--- config.mk ---
export PLATFORM = sky130hd
export DESIGN_NAME = delta_angle_velocity_integrator
export DESIGN_NICKNAME = d
export VERILOG_FILES = /design/src/delta_angle_velocity_integrator.v
export VERILOG_INCLUDE_DIRS = /design/src
export SDC_FILE = /design/constraint.sdc
export NUM_CORES = 2
export LEC_CHECK = 0
export BUFFER_PORTS_ARGS = -buffer_cell sky130_fd_sc_hd__buf_2
export CORE_UTILIZATION = 55
export DETAILED_ROUTE_END_ITERATION = 8
export GPL_ROUTABILITY_DRIVEN = 0
export PLACE_DENSITY = 0.72
export SYNTH_ARGS = -nofsm -noshare
export SYNTH_HDL_FRONTEND = slang
export SYNTH_SLANG_ARGS = --single-unit
--- constraint.sdc ---
create_clock -name core_clk_i -period 15.4 [get_ports core_clk_i]
set_input_delay 3.08 -clock core_clk_i [delete_from_list [all_inputs] [get_ports core_clk_i]]
set_output_delay 3.08 -clock core_clk_i [all_outputs]
set_load 0.02 [all_outputs]
--- src/delta_integrator_map.vh ---
// register offsets, scale and timing constants for the delta angle and velocity integrator
`ifndef DELTA_INTEGRATOR_MAP_VH
`define DELTA_INTEGRATOR_MAP_VH
`define ANGLE_STEP_X_LOWER 7'h24
`define ANGLE_STEP_X_UPPER 7'h26
`define ANGLE_STEP_Y_LOWER 7'h28
`define ANGLE_STEP_Y_UPPER 7'h2A
`define ANGLE_STEP_Z_LOWER 7'h2C
`define ANGLE_STEP_Z_UPPER 7'h2E
`define VELOCITY_STEP_X_LOWER 7'h30
`define VELOCITY_STEP_X_UPPER 7'h32
`define VELOCITY_STEP_Y_LOWER 7'h34
`define VELOCITY_STEP_Y_UPPER 7'h36
`define VELOCITY_STEP_Z_LOWER 7'h38
`define VELOCITY_STEP_Z_UPPER 7'h3A
`define SAMPLE_RATE_SPS 2000
`define CORE_CLK_HZ 20000000
`define SAMPLE_PERIOD_CYCLES (`CORE_CLK_HZ / `SAMPLE_RATE_SPS)
`define ANGLE_RANGE_360 2'h0
`define ANGLE_RANGE_720 2'h1
`define ANGLE_RANGE_2160 2'h2
`define VELOCITY_RANGE_MPS 400
`endif

--- src/delta_angle_velocity_integrator.v ---
// trapezoidal delta angle and delta velocity integrator with read-only word registers
`include "delta_integrator_map.vh"

// What this block does
// - velocity step sums current plus previous acceleration, scaled by one over twice rate.
// - angle step uses the same trapezoid sums on gyroscope rate samples.
// - each update sums decimation setting plus one input samples.
// - input samples are taken at 2000 samples per second from the internal clock.
// - each result covers only samples since the previous update; sums restart.
// - each result is one 32-bit two's complement word, upper and lower halves.
// - angle upper word zero is 0x0000, one bit is range over two to fifteen.
// - angle range is fixed per variant at 360, 720 or 2160 degrees.
// - velocity upper word spans plus or minus 400 m/sec, zero is 0x0000.
// - velocity lower word holds the extra low-order resolution bits.
// - angle words sit at 0x24 through 0x2E, lower word first per axis.
// - velocity words sit at 0x30 through 0x3A, lower word first per axis.
// - results saturate at 0x80000000 and 0x7FFFFFFF.
module delta_angle_velocity_integrator #(
  // sample and accumulator widths
  parameter SAMPLE_W = 16,
  parameter ACC_W = 48,
  // variant angle range and internal sample period in core clocks
  parameter [1:0] ANGLE_RANGE_SEL = `ANGLE_RANGE_360,
  parameter SAMPLE_CYCLES = `SAMPLE_PERIOD_CYCLES,
  // full-scale shift of the rate and acceleration inputs
  parameter [4:0] RATE_FS = 5'd16,
  parameter [4:0] ACCEL_FS = 5'd16
) (
  // clock and reset
  input wire core_clk_i,
  input wire resetn_i,
  // per-sample sensor values and decimation setting
  input wire [3*SAMPLE_W-1:0] gyro_rate_i,
  input wire [3*SAMPLE_W-1:0] accel_i,
  input wire [15:0] decimation_setting_i,
  // register access from the host side
  input wire [6:0] reg_addr_i,
  input wire reg_rd_i,
  input wire reg_wr_i,
  input wire [15:0] reg_wdata_i,
  output reg [15:0] reg_rdata_o,
  // timing pulses
  output wire sample_strobe_o,
  output reg update_o
);

  // counter width follows the period, so a long period cannot wrap early
  localparam CNT_W = (SAMPLE_CYCLES > 1) ? $clog2(SAMPLE_CYCLES) : 1;
  localparam [31:0] SAMPLE_LAST_FULL = SAMPLE_CYCLES - 1;
  localparam [CNT_W-1:0] SAMPLE_LAST = SAMPLE_LAST_FULL[CNT_W-1:0];

  // number of result channels: three angle, then three velocity
  localparam CHAN_N = 6;
  localparam RES_W = 32;

  // clamp a wide sum into the 32-bit result range; keeps the sign
  function [31:0] sat32;
    input [ACC_W-1:0] v;
    reg neg;
    reg hi_ones;
    reg hi_any;
    begin
      neg = v[ACC_W-1];
      hi_ones = &v[ACC_W-2:31];
      hi_any = |v[ACC_W-2:31];
      if (neg && !hi_ones) begin
        sat32 = 32'h80000000;
      end else if (!neg && hi_any) begin
        sat32 = 32'h7FFFFFFF;
      end else begin
        sat32 = v[31:0];
      end
    end
  endfunction

  // select one 16-bit word of a result for the read mux
  function [15:0] word_of;
    input [31:0] w;
    input upper;
    begin
      if (upper) begin
        word_of = w[31:16];
      end else begin
        word_of = w[15:0];
      end
    end
  endfunction

  // sign-extend one sample to the accumulator width
  function [ACC_W-1:0] sign_ext;
    input [SAMPLE_W-1:0] s;
    begin
      sign_ext = {{(ACC_W-SAMPLE_W){s[SAMPLE_W-1]}}, s};
    end
  endfunction

  // output shift: angle channels use the rate scale, velocity the accel scale
  function [4:0] shift_of;
    input is_angle;
    begin
      if (is_angle) begin
        shift_of = 5'h1F - RATE_FS - 5'h0C;
      end else begin
        shift_of = 5'h1F - ACCEL_FS - 5'h0C;
      end
    end
  endfunction

  // map a byte address onto {hit, channel, upper}; bit0 is ignored, both bytes of a word share one slot
  function [4:0] addr_slot;
    input [6:0] a;
    begin
      case ({a[6:1], 1'b0})
        // angle x
        `ANGLE_STEP_X_LOWER: begin
          addr_slot = {1'h1, 3'h0, 1'h0};
        end
        `ANGLE_STEP_X_UPPER: begin
          addr_slot = {1'h1, 3'h0, 1'h1};
        end
        // angle y
        `ANGLE_STEP_Y_LOWER: begin
          addr_slot = {1'h1, 3'h1, 1'h0};
        end
        `ANGLE_STEP_Y_UPPER: begin
          addr_slot = {1'h1, 3'h1, 1'h1};
        end
        // angle z
        `ANGLE_STEP_Z_LOWER: begin
          addr_slot = {1'h1, 3'h2, 1'h0};
        end
        `ANGLE_STEP_Z_UPPER: begin
          addr_slot = {1'h1, 3'h2, 1'h1};
        end
        // velocity x
        `VELOCITY_STEP_X_LOWER: begin
          addr_slot = {1'h1, 3'h3, 1'h0};
        end
        `VELOCITY_STEP_X_UPPER: begin
          addr_slot = {1'h1, 3'h3, 1'h1};
        end
        // velocity y
        `VELOCITY_STEP_Y_LOWER: begin
          addr_slot = {1'h1, 3'h4, 1'h0};
        end
        `VELOCITY_STEP_Y_UPPER: begin
          addr_slot = {1'h1, 3'h4, 1'h1};
        end
        // velocity z
        `VELOCITY_STEP_Z_LOWER: begin
          addr_slot = {1'h1, 3'h5, 1'h0};
        end
        `VELOCITY_STEP_Z_UPPER: begin
          addr_slot = {1'h1, 3'h5, 1'h1};
        end
        // anything else misses and reads zero
        default: begin
          addr_slot = {1'h0, 3'h0, 1'h0};
        end
      endcase
    end
  endfunction

  // internal sample clock: one strobe per nominal 2000 SPS period
  reg [CNT_W-1:0] tick_r;
  wire [CNT_W-1:0] tick_nxt;
  wire tick_wrap;

  // wrap compare is shared by the strobe and the counter
  assign tick_wrap = (tick_r == SAMPLE_LAST);
  assign tick_nxt = tick_wrap ? {CNT_W{1'b0}} : tick_r + 1'b1;
  assign sample_strobe_o = tick_wrap;

  // free running; the period is the only timing reference of the integrator
  always @(posedge core_clk_i or negedge resetn_i) begin
    if (!resetn_i) begin
      tick_r <= {CNT_W{1'b0}};
    end else begin
      tick_r <= tick_nxt;
    end
  end

  // decimation counter; setting is latched at each update so a change mid-interval is safe
  reg [15:0] dec_cnt_r;
  reg [15:0] dec_set_r;
  reg [15:0] dec_cnt_nxt;
  wire last_sample;

  // the interval closes on the strobe whose count equals the setting
  assign last_sample = sample_strobe_o && (dec_cnt_r == dec_set_r);

  // next count: restart after the last sample, step on every other strobe
  always @* begin
    dec_cnt_nxt = dec_cnt_r;
    if (last_sample) begin
      dec_cnt_nxt = 16'h0000;
    end else if (sample_strobe_o) begin
      dec_cnt_nxt = dec_cnt_r + 16'h0001;
    end
  end

  // count, setting and update pulse share one reset
  always @(posedge core_clk_i or negedge resetn_i) begin
    if (!resetn_i) begin
      dec_cnt_r <= 16'h0000;
      dec_set_r <= 16'h0000;
      update_o <= 1'b0;
    end else begin
      dec_cnt_r <= dec_cnt_nxt;
      update_o <= last_sample;
      if (last_sample) begin
        dec_set_r <= decimation_setting_i;
      end
    end
  end

  // per-axis trapezoid accumulators; six channels share one generate body
  // inputs ordered x, y, z angle then x, y, z velocity to match the result slots
  wire [CHAN_N*SAMPLE_W-1:0] chan_in;
  wire [CHAN_N*RES_W-1:0] result_w;

  assign chan_in = {accel_i, gyro_rate_i};

  genvar g;
  generate
    for (g = 0; g < CHAN_N; g = g + 1) begin : chan
      reg signed [SAMPLE_W-1:0] prev_r;
      reg signed [ACC_W-1:0] acc_r;
      reg [RES_W-1:0] result_r;
      wire signed [SAMPLE_W-1:0] cur;
      wire signed [ACC_W-1:0] cur_ext;
      wire signed [ACC_W-1:0] prev_ext;
      wire signed [ACC_W-1:0] pair;
      wire signed [ACC_W-1:0] sum_nxt;
      wire [4:0] out_sh;
      wire signed [ACC_W-1:0] scaled;

      // widen both samples before the add so the pair cannot overflow
      assign cur = chan_in[g*SAMPLE_W +: SAMPLE_W];
      assign cur_ext = sign_ext(cur);
      assign prev_ext = sign_ext(prev_r);
      assign pair = cur_ext + prev_ext;
      assign sum_nxt = acc_r + pair;

      // pair sum is twice the mean; shift aligns to the 2^31 full-scale word
      // scale is fixed by the full-scale parameters, so 1/(2 fs) folds into the shift
      assign out_sh = shift_of(g < 3);
      assign scaled = sum_nxt <<< out_sh;

      // previous sample carries across updates, so the trapezoid has no seam
      always @(posedge core_clk_i or negedge resetn_i) begin
        if (!resetn_i) begin
          prev_r <= {SAMPLE_W{1'b0}};
          acc_r <= {ACC_W{1'b0}};
        end else if (sample_strobe_o) begin
          prev_r <= cur;
          if (last_sample) begin
            acc_r <= {ACC_W{1'b0}};
          end else begin
            acc_r <= sum_nxt;
          end
        end
      end

      // result word has no reset value and only the update writes it
      always @(posedge core_clk_i) begin
        if (last_sample) begin
          result_r <= sat32(scaled);
        end
      end

      assign result_w[g*RES_W +: RES_W] = result_r;
    end
  endgenerate

  // decoded slot of the current read address
  wire [4:0] rd_slot;
  wire rd_hit;
  wire [2:0] rd_chan;
  wire rd_upper;
  reg [31:0] rd_result;

  assign rd_slot = addr_slot(reg_addr_i);
  assign rd_hit = rd_slot[4];
  assign rd_chan = rd_slot[3:1];
  assign rd_upper = rd_slot[0];

  // pick the addressed result; each half is read on its own, so an update between two reads can mix loads
  always @* begin
    rd_result = 32'h00000000;
    case (rd_chan)
      // angle x
      3'h0: begin
        rd_result = result_w[0*RES_W +: RES_W];
      end
      // angle y
      3'h1: begin
        rd_result = result_w[1*RES_W +: RES_W];
      end
      // angle z
      3'h2: begin
        rd_result = result_w[2*RES_W +: RES_W];
      end
      // velocity x
      3'h3: begin
        rd_result = result_w[3*RES_W +: RES_W];
      end
      // velocity y
      3'h4: begin
        rd_result = result_w[4*RES_W +: RES_W];
      end
      // velocity z
      3'h5: begin
        rd_result = result_w[5*RES_W +: RES_W];
      end
      default: begin
        rd_result = 32'h00000000;
      end
    endcase
  end

  // registered read data; unmapped addresses read zero and writes never reach it
  always @(posedge core_clk_i or negedge resetn_i) begin
    if (!resetn_i) begin
      reg_rdata_o <= 16'h0000;
    end else if (reg_rd_i) begin
      if (rd_hit) begin
        reg_rdata_o <= word_of(rd_result, rd_upper);
      end else begin
        reg_rdata_o <= 16'h0000;
      end
    end
  end

  // write port has no effect here; range select only documents the angle scale
  wire unused_ok = reg_wr_i | (|reg_wdata_i) | (|ANGLE_RANGE_SEL);

endmodule // delta_angle_velocity_integrator

Word level (Yosys, flattened, before mapping)
Index checks and enable logic that the tools add are counted.
{"block": "word_totals", "register_bits": 639}
{"block": "op_classes", "n_addsub": 14, "eq_ne": 19, "muxes": 19, "reduce_logical": 39}
{"cell": "48-bit by 17-bit adder with 48-bit output", "count": 6}
{"cell": "48-bit two-way mux", "count": 6}
{"cell": "32-bit two-way mux", "count": 6}
{"cell": "32-bit case mux with 6 select lines", "count": 1}
{"cell": "16-bit by 16-bit adder with 17-bit output", "count": 6}
{"cell": "16-bit AND reduction", "count": 6}
{"cell": "16-bit OR reduction", "count": 6}
{"cell": "6-bit by 5-bit == test with 1-bit output, second input constant", "count": 12}
{"cell": "16-bit two-way mux", "count": 4}
{"cell": "5-bit case mux with 12 select lines", "count": 1}
{"cell": "16-bit by 1-bit adder with 16-bit output, second input constant", "count": 1}
{"cell": "16-bit == test", "count": 1}
{"cell": "14-bit by 1-bit adder with 14-bit output, second input constant", "count": 1}
{"cell": "14-bit == test, second input constant", "count": 1}
{"cell": "14-bit two-way mux", "count": 1}
{"cell": "1-bit logical AND", "count": 13}
{"cell": "1-bit logical NOT", "count": 12}
{"cell": "3-bit by 2-bit == test with 1-bit output, second input constant", "count": 2}
{"cell": "3-bit == test, second input constant", "count": 2}
{"cell": "3-bit by 1-bit == test with 1-bit output, second input constant", "count": 1}
{"cell": "3-bit logical NOT", "count": 1}
{"cell": "2-bit nonzero test", "count": 1}

Depth between registers and ports, before layout
{"block": "logic_depth", "word_depth": 6, "mapped_depth": 18}

Least setup slack after synthesis
No wires, ideal clock.
{"block": "synth_timing", "path_kind": "register -> register", "start": "reg tick_r[11]", "end": "reg update_o", "setup_time_ns": 0.681, "arrival_time_ns": 7.399, "required_ns": 14.719, "setup_slack_ns": 7.320, "path_stages_with_launch": 8, "path_cell_list": "dfrtp_1 -> nor4_1 -> nand4b_1 -> nand2b_1 -> clkbuf_1 -> nor4_1 -> clkbuf_1 -> buf_1"}
{"block": "synth_between", "elab_chain_len": 2}
{"element": "from (decl)", "line": "delta_angle_velocity_integrator.v:165", "source": "reg [CNT_W-1:0] tick_r;"}
{"element": "from (signal assigned)", "line": "delta_angle_velocity_integrator.v:177", "source": "tick_r <= {CNT_W{1'b0}};"}
{"element": "from (signal assigned)", "line": "delta_angle_velocity_integrator.v:179", "source": "tick_r <= tick_nxt;"}
{"element": "14-bit == test", "line": "delta_angle_velocity_integrator.v:170", "source": "assign tick_wrap = (tick_r == SAMPLE_LAST);"}
{"element": "1-bit logical AND", "line": "delta_angle_velocity_integrator.v:190", "source": "assign last_sample = sample_strobe_o && (dec_cnt_r == dec_set_r);"}
{"element": "via last_sample", "line": "delta_angle_velocity_integrator.v:187", "source": "wire last_sample;"}
{"element": "to (signal assigned)", "line": "delta_angle_velocity_integrator.v:210", "source": "update_o <= last_sample;"}
{"element": "to (decl)", "line": "delta_angle_velocity_integrator.v:44", "source": "output reg update_o"}
The timed path passes the listed nets, and every way through them passes these cells.
A chain may end at the register's enable or synchronous reset.

Worst setup path in the final report
{"block": "layout_timing", "start": "in accel_i[47]", "end": "reg chan[5].result_r[4] (data pin)"}
{"block": "layout_between", "elab_chain_len": 5, "elab_cells_between_ends": 9, "cone_classes": "2 x add/sub; 1 x mux; 6 x reduce/logical"}
{"element": "from (decl)", "line": "delta_angle_velocity_integrator.v:34", "source": "input wire [3*SAMPLE_W-1:0] accel_i,"}
{"element": "16-bit by 16-bit adder with 17-bit output *", "line": "delta_angle_velocity_integrator.v:242", "source": "assign pair = cur_ext + prev_ext;"}
{"element": "48-bit by 17-bit adder with 48-bit output *", "line": "delta_angle_velocity_integrator.v:243", "source": "assign sum_nxt = acc_r + pair;"}
{"element": "16-bit OR reduction (tied with other cells)", "line": "delta_angle_velocity_integrator.v:65", "source": "hi_any = |v[ACC_W-2:31];"}
{"element": "1-bit logical AND or 1-bit logical NOT (tied branches)", "line": "delta_angle_velocity_integrator.v:68, delta_angle_velocity_integrator.v:66"}
{"element": "32-bit two-way mux or 1-bit logical AND (tied branches)", "line": "delta_angle_velocity_integrator.v:68, delta_angle_velocity_integrator.v:66"}
{"element": "to (signal assigned)", "line": "delta_angle_velocity_integrator.v:268", "source": "result_r <= sat32(scaled);"}
{"element": "to (decl)", "line": "delta_angle_velocity_integrator.v:229", "source": "reg [RES_W-1:0] result_r;"}
Every way passes the cells marked *; elsewhere a longest branch is shown, timed or not.

==> metrics.txt <==
Sw Share 30.2%; largest family of logic cells by synthesized area compound AO/OA/AOI/OAI gates; DR top layer met5; Fill cells 6,707; CTS tree done; DP HPWL 82,200 um; PD cells 90.1 nW/um^2; MaxCap Viol Count 0; worst slew pin tran 1180 ps; failing checks DRC; top post-synthesis cells by area dfrtp_1 (25%), edfxtp_1 (12%), fa_1 (12%), ha_1 (7.6%), nand2_1 (6.1%); DRC viols 17; P&R area growth vs syn 9.16%; Die Height 284 um; Syn Std Cell Area 43,700 um^2; PostCTS Resize Cnt 0; share of layout cells above drive strength 1 8.62%; total CTS buffers 72; # IOs 157; Sink Count 609; WP data arrival 8560 ps; Crit Path Category in -> reg; M1 wire length 51,000 um; period utilization 53.1%; hold depth 1; DR vias 34.2k; post-synthesis xor/xnor area fraction 5.89%; P_sw 0.00130 W; synthesized area per cell 9.80 um^2; die width 284 um; Clock power frac 41.2%; post-synthesis mux area share 0.527%; WP data required 15,780 ps; Clock Latency Late Sink 650 ps; slew margin rel. 21.5%; Min Hold Slack 481 ps; GRT Residual Overflow 0; H-tree levels 3; #FFs+latches synth 609; Post-synth top flop dfrtp_1; Synthesis Warnings 0; Setup TNS Final 0 ps; WL met3 7770 um; final non-filler cell total 5,601; Syn Nets 5,135; fin crit period 8180 ps; root buf cell clkbuf_16; fin. max-slew vios 0; largest net degree at the start of global routing 151; postcts setup bufs 0; worst r2r src chan[5].prev_r[15]$_DFFE_PN0P_; CORE AREA 78,900 um^2; first-pass GRT wire length 183,000 um; ANT nets after route 0; Worst Reg-to-Reg Cells 16; FFs w/ async S/R, synth 70.4%; Comb pwr share 19.3%; WL met2 50,000 um; Peak VDD IR 0.101 mV; Final Power 0.00430 W; Initial Util 55.4%; vias in the first global route 33.6k; Post-Route WL 113,000 um; CP startpoint accel_i[47]; final hold violation count 0; CTS Hold Bufs 0; Vias/cell 6.11; Compound-Gate Fraction of Synth Area 20.3%; area leader, netlist dfrtp_1; Layout Skew 28.0 ps; Mapped Cells 4,460; antenna violations before repair 3; Synth top area share 24.6%; crit-path max FO 31; Hold WC Path Type reg -> reg; fin nets 5,165; hold_sp tick_r[0]$_DFF_PN0_; violation count after the first detailed-route iteration 2,956; die area 80,600 um^2; Yosys cell types 98; Cell Rows 103; Synth Area in Adders 20.0%; Seq pwr share 39.5%; Pre-antenna DRT Iters 9; Clock Path Buffers 3; EDFF count, synth 180; reg2reg setup slack 9420 ps; routed length per placed instance 20.2 um; Hold EP tick_r[0]$_DFF_PN0_; RSZ-0062 raised after global routing no; Placed Cells 5,466; Leakage Power 19.6 nW; CP endpoint kind flop; element type at the critical path start input pin; final worst slack 7220 ps; internal power 0.00300 W; status finished with violations; fmax 122 MHz; Setup WS pre-CTS 6710 ps; simple-gate share of the synthesized area 13.3%; reg2reg end chan[5].result_r[4]$_SDFFCE_PP0P_; setup violators final 0; clock-pin transition on the worst setup and hold timing paths 60 ps; Total GRT Usage 28.3%; IO buf count 138; post-synthesis sequential area ratio 36.9%
## routing by layer
layer  vias to the layer above  GRT usage [%]
li1                      16200              -
met1                     16700           40.6
met2                      1081           42.9
met3                       212           4.96
met4                         4           10.5
met5                         -              0
## registers in the layout, summed over array words and instances, names as in the netlist
| signal | count |
|---|---|
| reg_rdata_o | 16 |
| tick_r | 14 |
| update_o | 1 |
| chan.prev_r | 96 |
| dec_set_r | 16 |
| chan.acc_r | 270 |
| chan.result_r | 180 |
| dec_cnt_r | 16 |
## area by class of cell
class,instances,area (um^2),share of cell area [%]
multi-input cells,3518,26300,55.2
repair buffers,179,1030,2.17
flip-flops and latches,609,16100,33.8
clock buffers,90,1970,4.13
clock inverters,43,489,1.03
diodes,2,5.00,0.0105
inverters,110,415,0.870
well taps,1050,1310,2.75
## cells in the mapped netlist, types with 17 or more instances
master / instances
edfxtp_1: 180
o211ai_1: 25
nand2_1: 711
nor2_1: 176
ha_1: 266
nand3_1: 95
nor3_1: 44
a21oi_1: 399
nor4_1: 19
a21o_1: 120
and2_1: 21
inv_1: 108
nand4_1: 92
clkbuf_1: 189
a22oi_1: 35
nand2b_1: 22
a211oi_1: 33
xor2_1: 140
a31oi_1: 34
o31ai_1: 49
and3_1: 21
fa_1: 270
a21oi_2: 22
nor2b_1: 17
buf_2: 20
o21ai_0: 312
o21bai_1: 38
o21a_1: 50
a221oi_1: 31
xnor2_1: 154
dfrtp_1: 429
a22o_1: 86
## how the worst max path moves through the flow
stage                                         end  slack, ps  cells after the start
3_3_place_gp   chan[5].result_r[30]$_SDFFCE_PP0P_       6740                     17
4_1_cts         chan[5].result_r[4]$_SDFFCE_PP0P_       7350                     17
3_5_place_dp   chan[5].result_r[20]$_SDFFCE_PP0P_       6710                     17
6_report        chan[5].result_r[4]$_SDFFCE_PP0P_       7220                     17
5_1_grt        chan[5].result_r[30]$_SDFFCE_PP0P_       6930                     17
2_1_floorplan                  update_o$_DFF_PN0_       7320                      7
## cells by family (layout without fill, tap and decap cells)
family                   after synthesis  after routing
AO/OA/AOI/OAI                       1372           1372
AND/OR/NAND/NOR                     1295           1295
flip-flops                           609            609
adder cells (fa/ha/maj)              536            536
buffers and inverters                333            422
XOR/XNOR                             294            294
multiplexers                          21             21
other                                  0              2
## placed cells by master (no fill, tap or decap), types with 23 or more instances in the layout
| cell type | netlist | routed |
|---|---|---|
| nand2_1 | 711 | 710 |
| dfrtp_1 | 429 | 423 |
| a21oi_1 | 399 | 398 |
| o21ai_0 | 312 | 311 |
| fa_1 | 270 | 270 |
| ha_1 | 266 | 266 |
| edfxtp_1 | 180 | 180 |
| nor2_1 | 176 | 176 |
| xnor2_1 | 154 | 154 |
| xor2_1 | 140 | 140 |
| buf_2 | 20 | 137 |
| a21o_1 | 120 | 120 |
| inv_1 | 108 | 108 |
| nand3_1 | 95 | 95 |
| nand4_1 | 92 | 92 |
| a22o_1 | 86 | 86 |
| clkbuf_16 | 0 | 74 |
| o21a_1 | 50 | 50 |
| o31ai_1 | 49 | 49 |
| nor3_1 | 44 | 41 |
| buf_4 | 4 | 39 |
| o21bai_1 | 38 | 38 |
| a22oi_1 | 35 | 35 |
| a31oi_1 | 34 | 33 |
| a211oi_1 | 33 | 33 |
| a221oi_1 | 31 | 31 |
| o211ai_1 | 25 | 25 |
| a21oi_2 | 22 | 23 |
## power by group through the flow
stage               Sequential, W  Clock (W)  Combinational [W]
finish                    0.00170    0.00177           0.000830
global route              0.00170    0.00186           0.000919
CTS                       0.00170    0.00180           0.000824
detailed placement        0.00173          0           0.000816
global placement          0.00173          0           0.000806
floorplan                 0.00173          0           0.000566
## per-stage QoR
stage	utilization (%)	cell area, um^2
floorplan	-	43700
global placement	57.4	45300
detailed placement	57.4	45300
CTS	60.5	47700
global route	60.5	47700
finish	60.5	47700
## critical path, cell delays in order
cell and delay [ps]:
buf_2 80, buf_4 540, fa_1 520, ha_1 420
and4_1 270, nor2b_1 210, nand3_1 100, o211ai_1 530
a31oi_1 300, a221oi_1 590, xor2_1 210, nor2_1 140
nand4b_1 90, or4_1 430, o41ai_2 430, inv_2 340
o21a_1 270
Note: power is estimated with default switching activity, not from simulation.
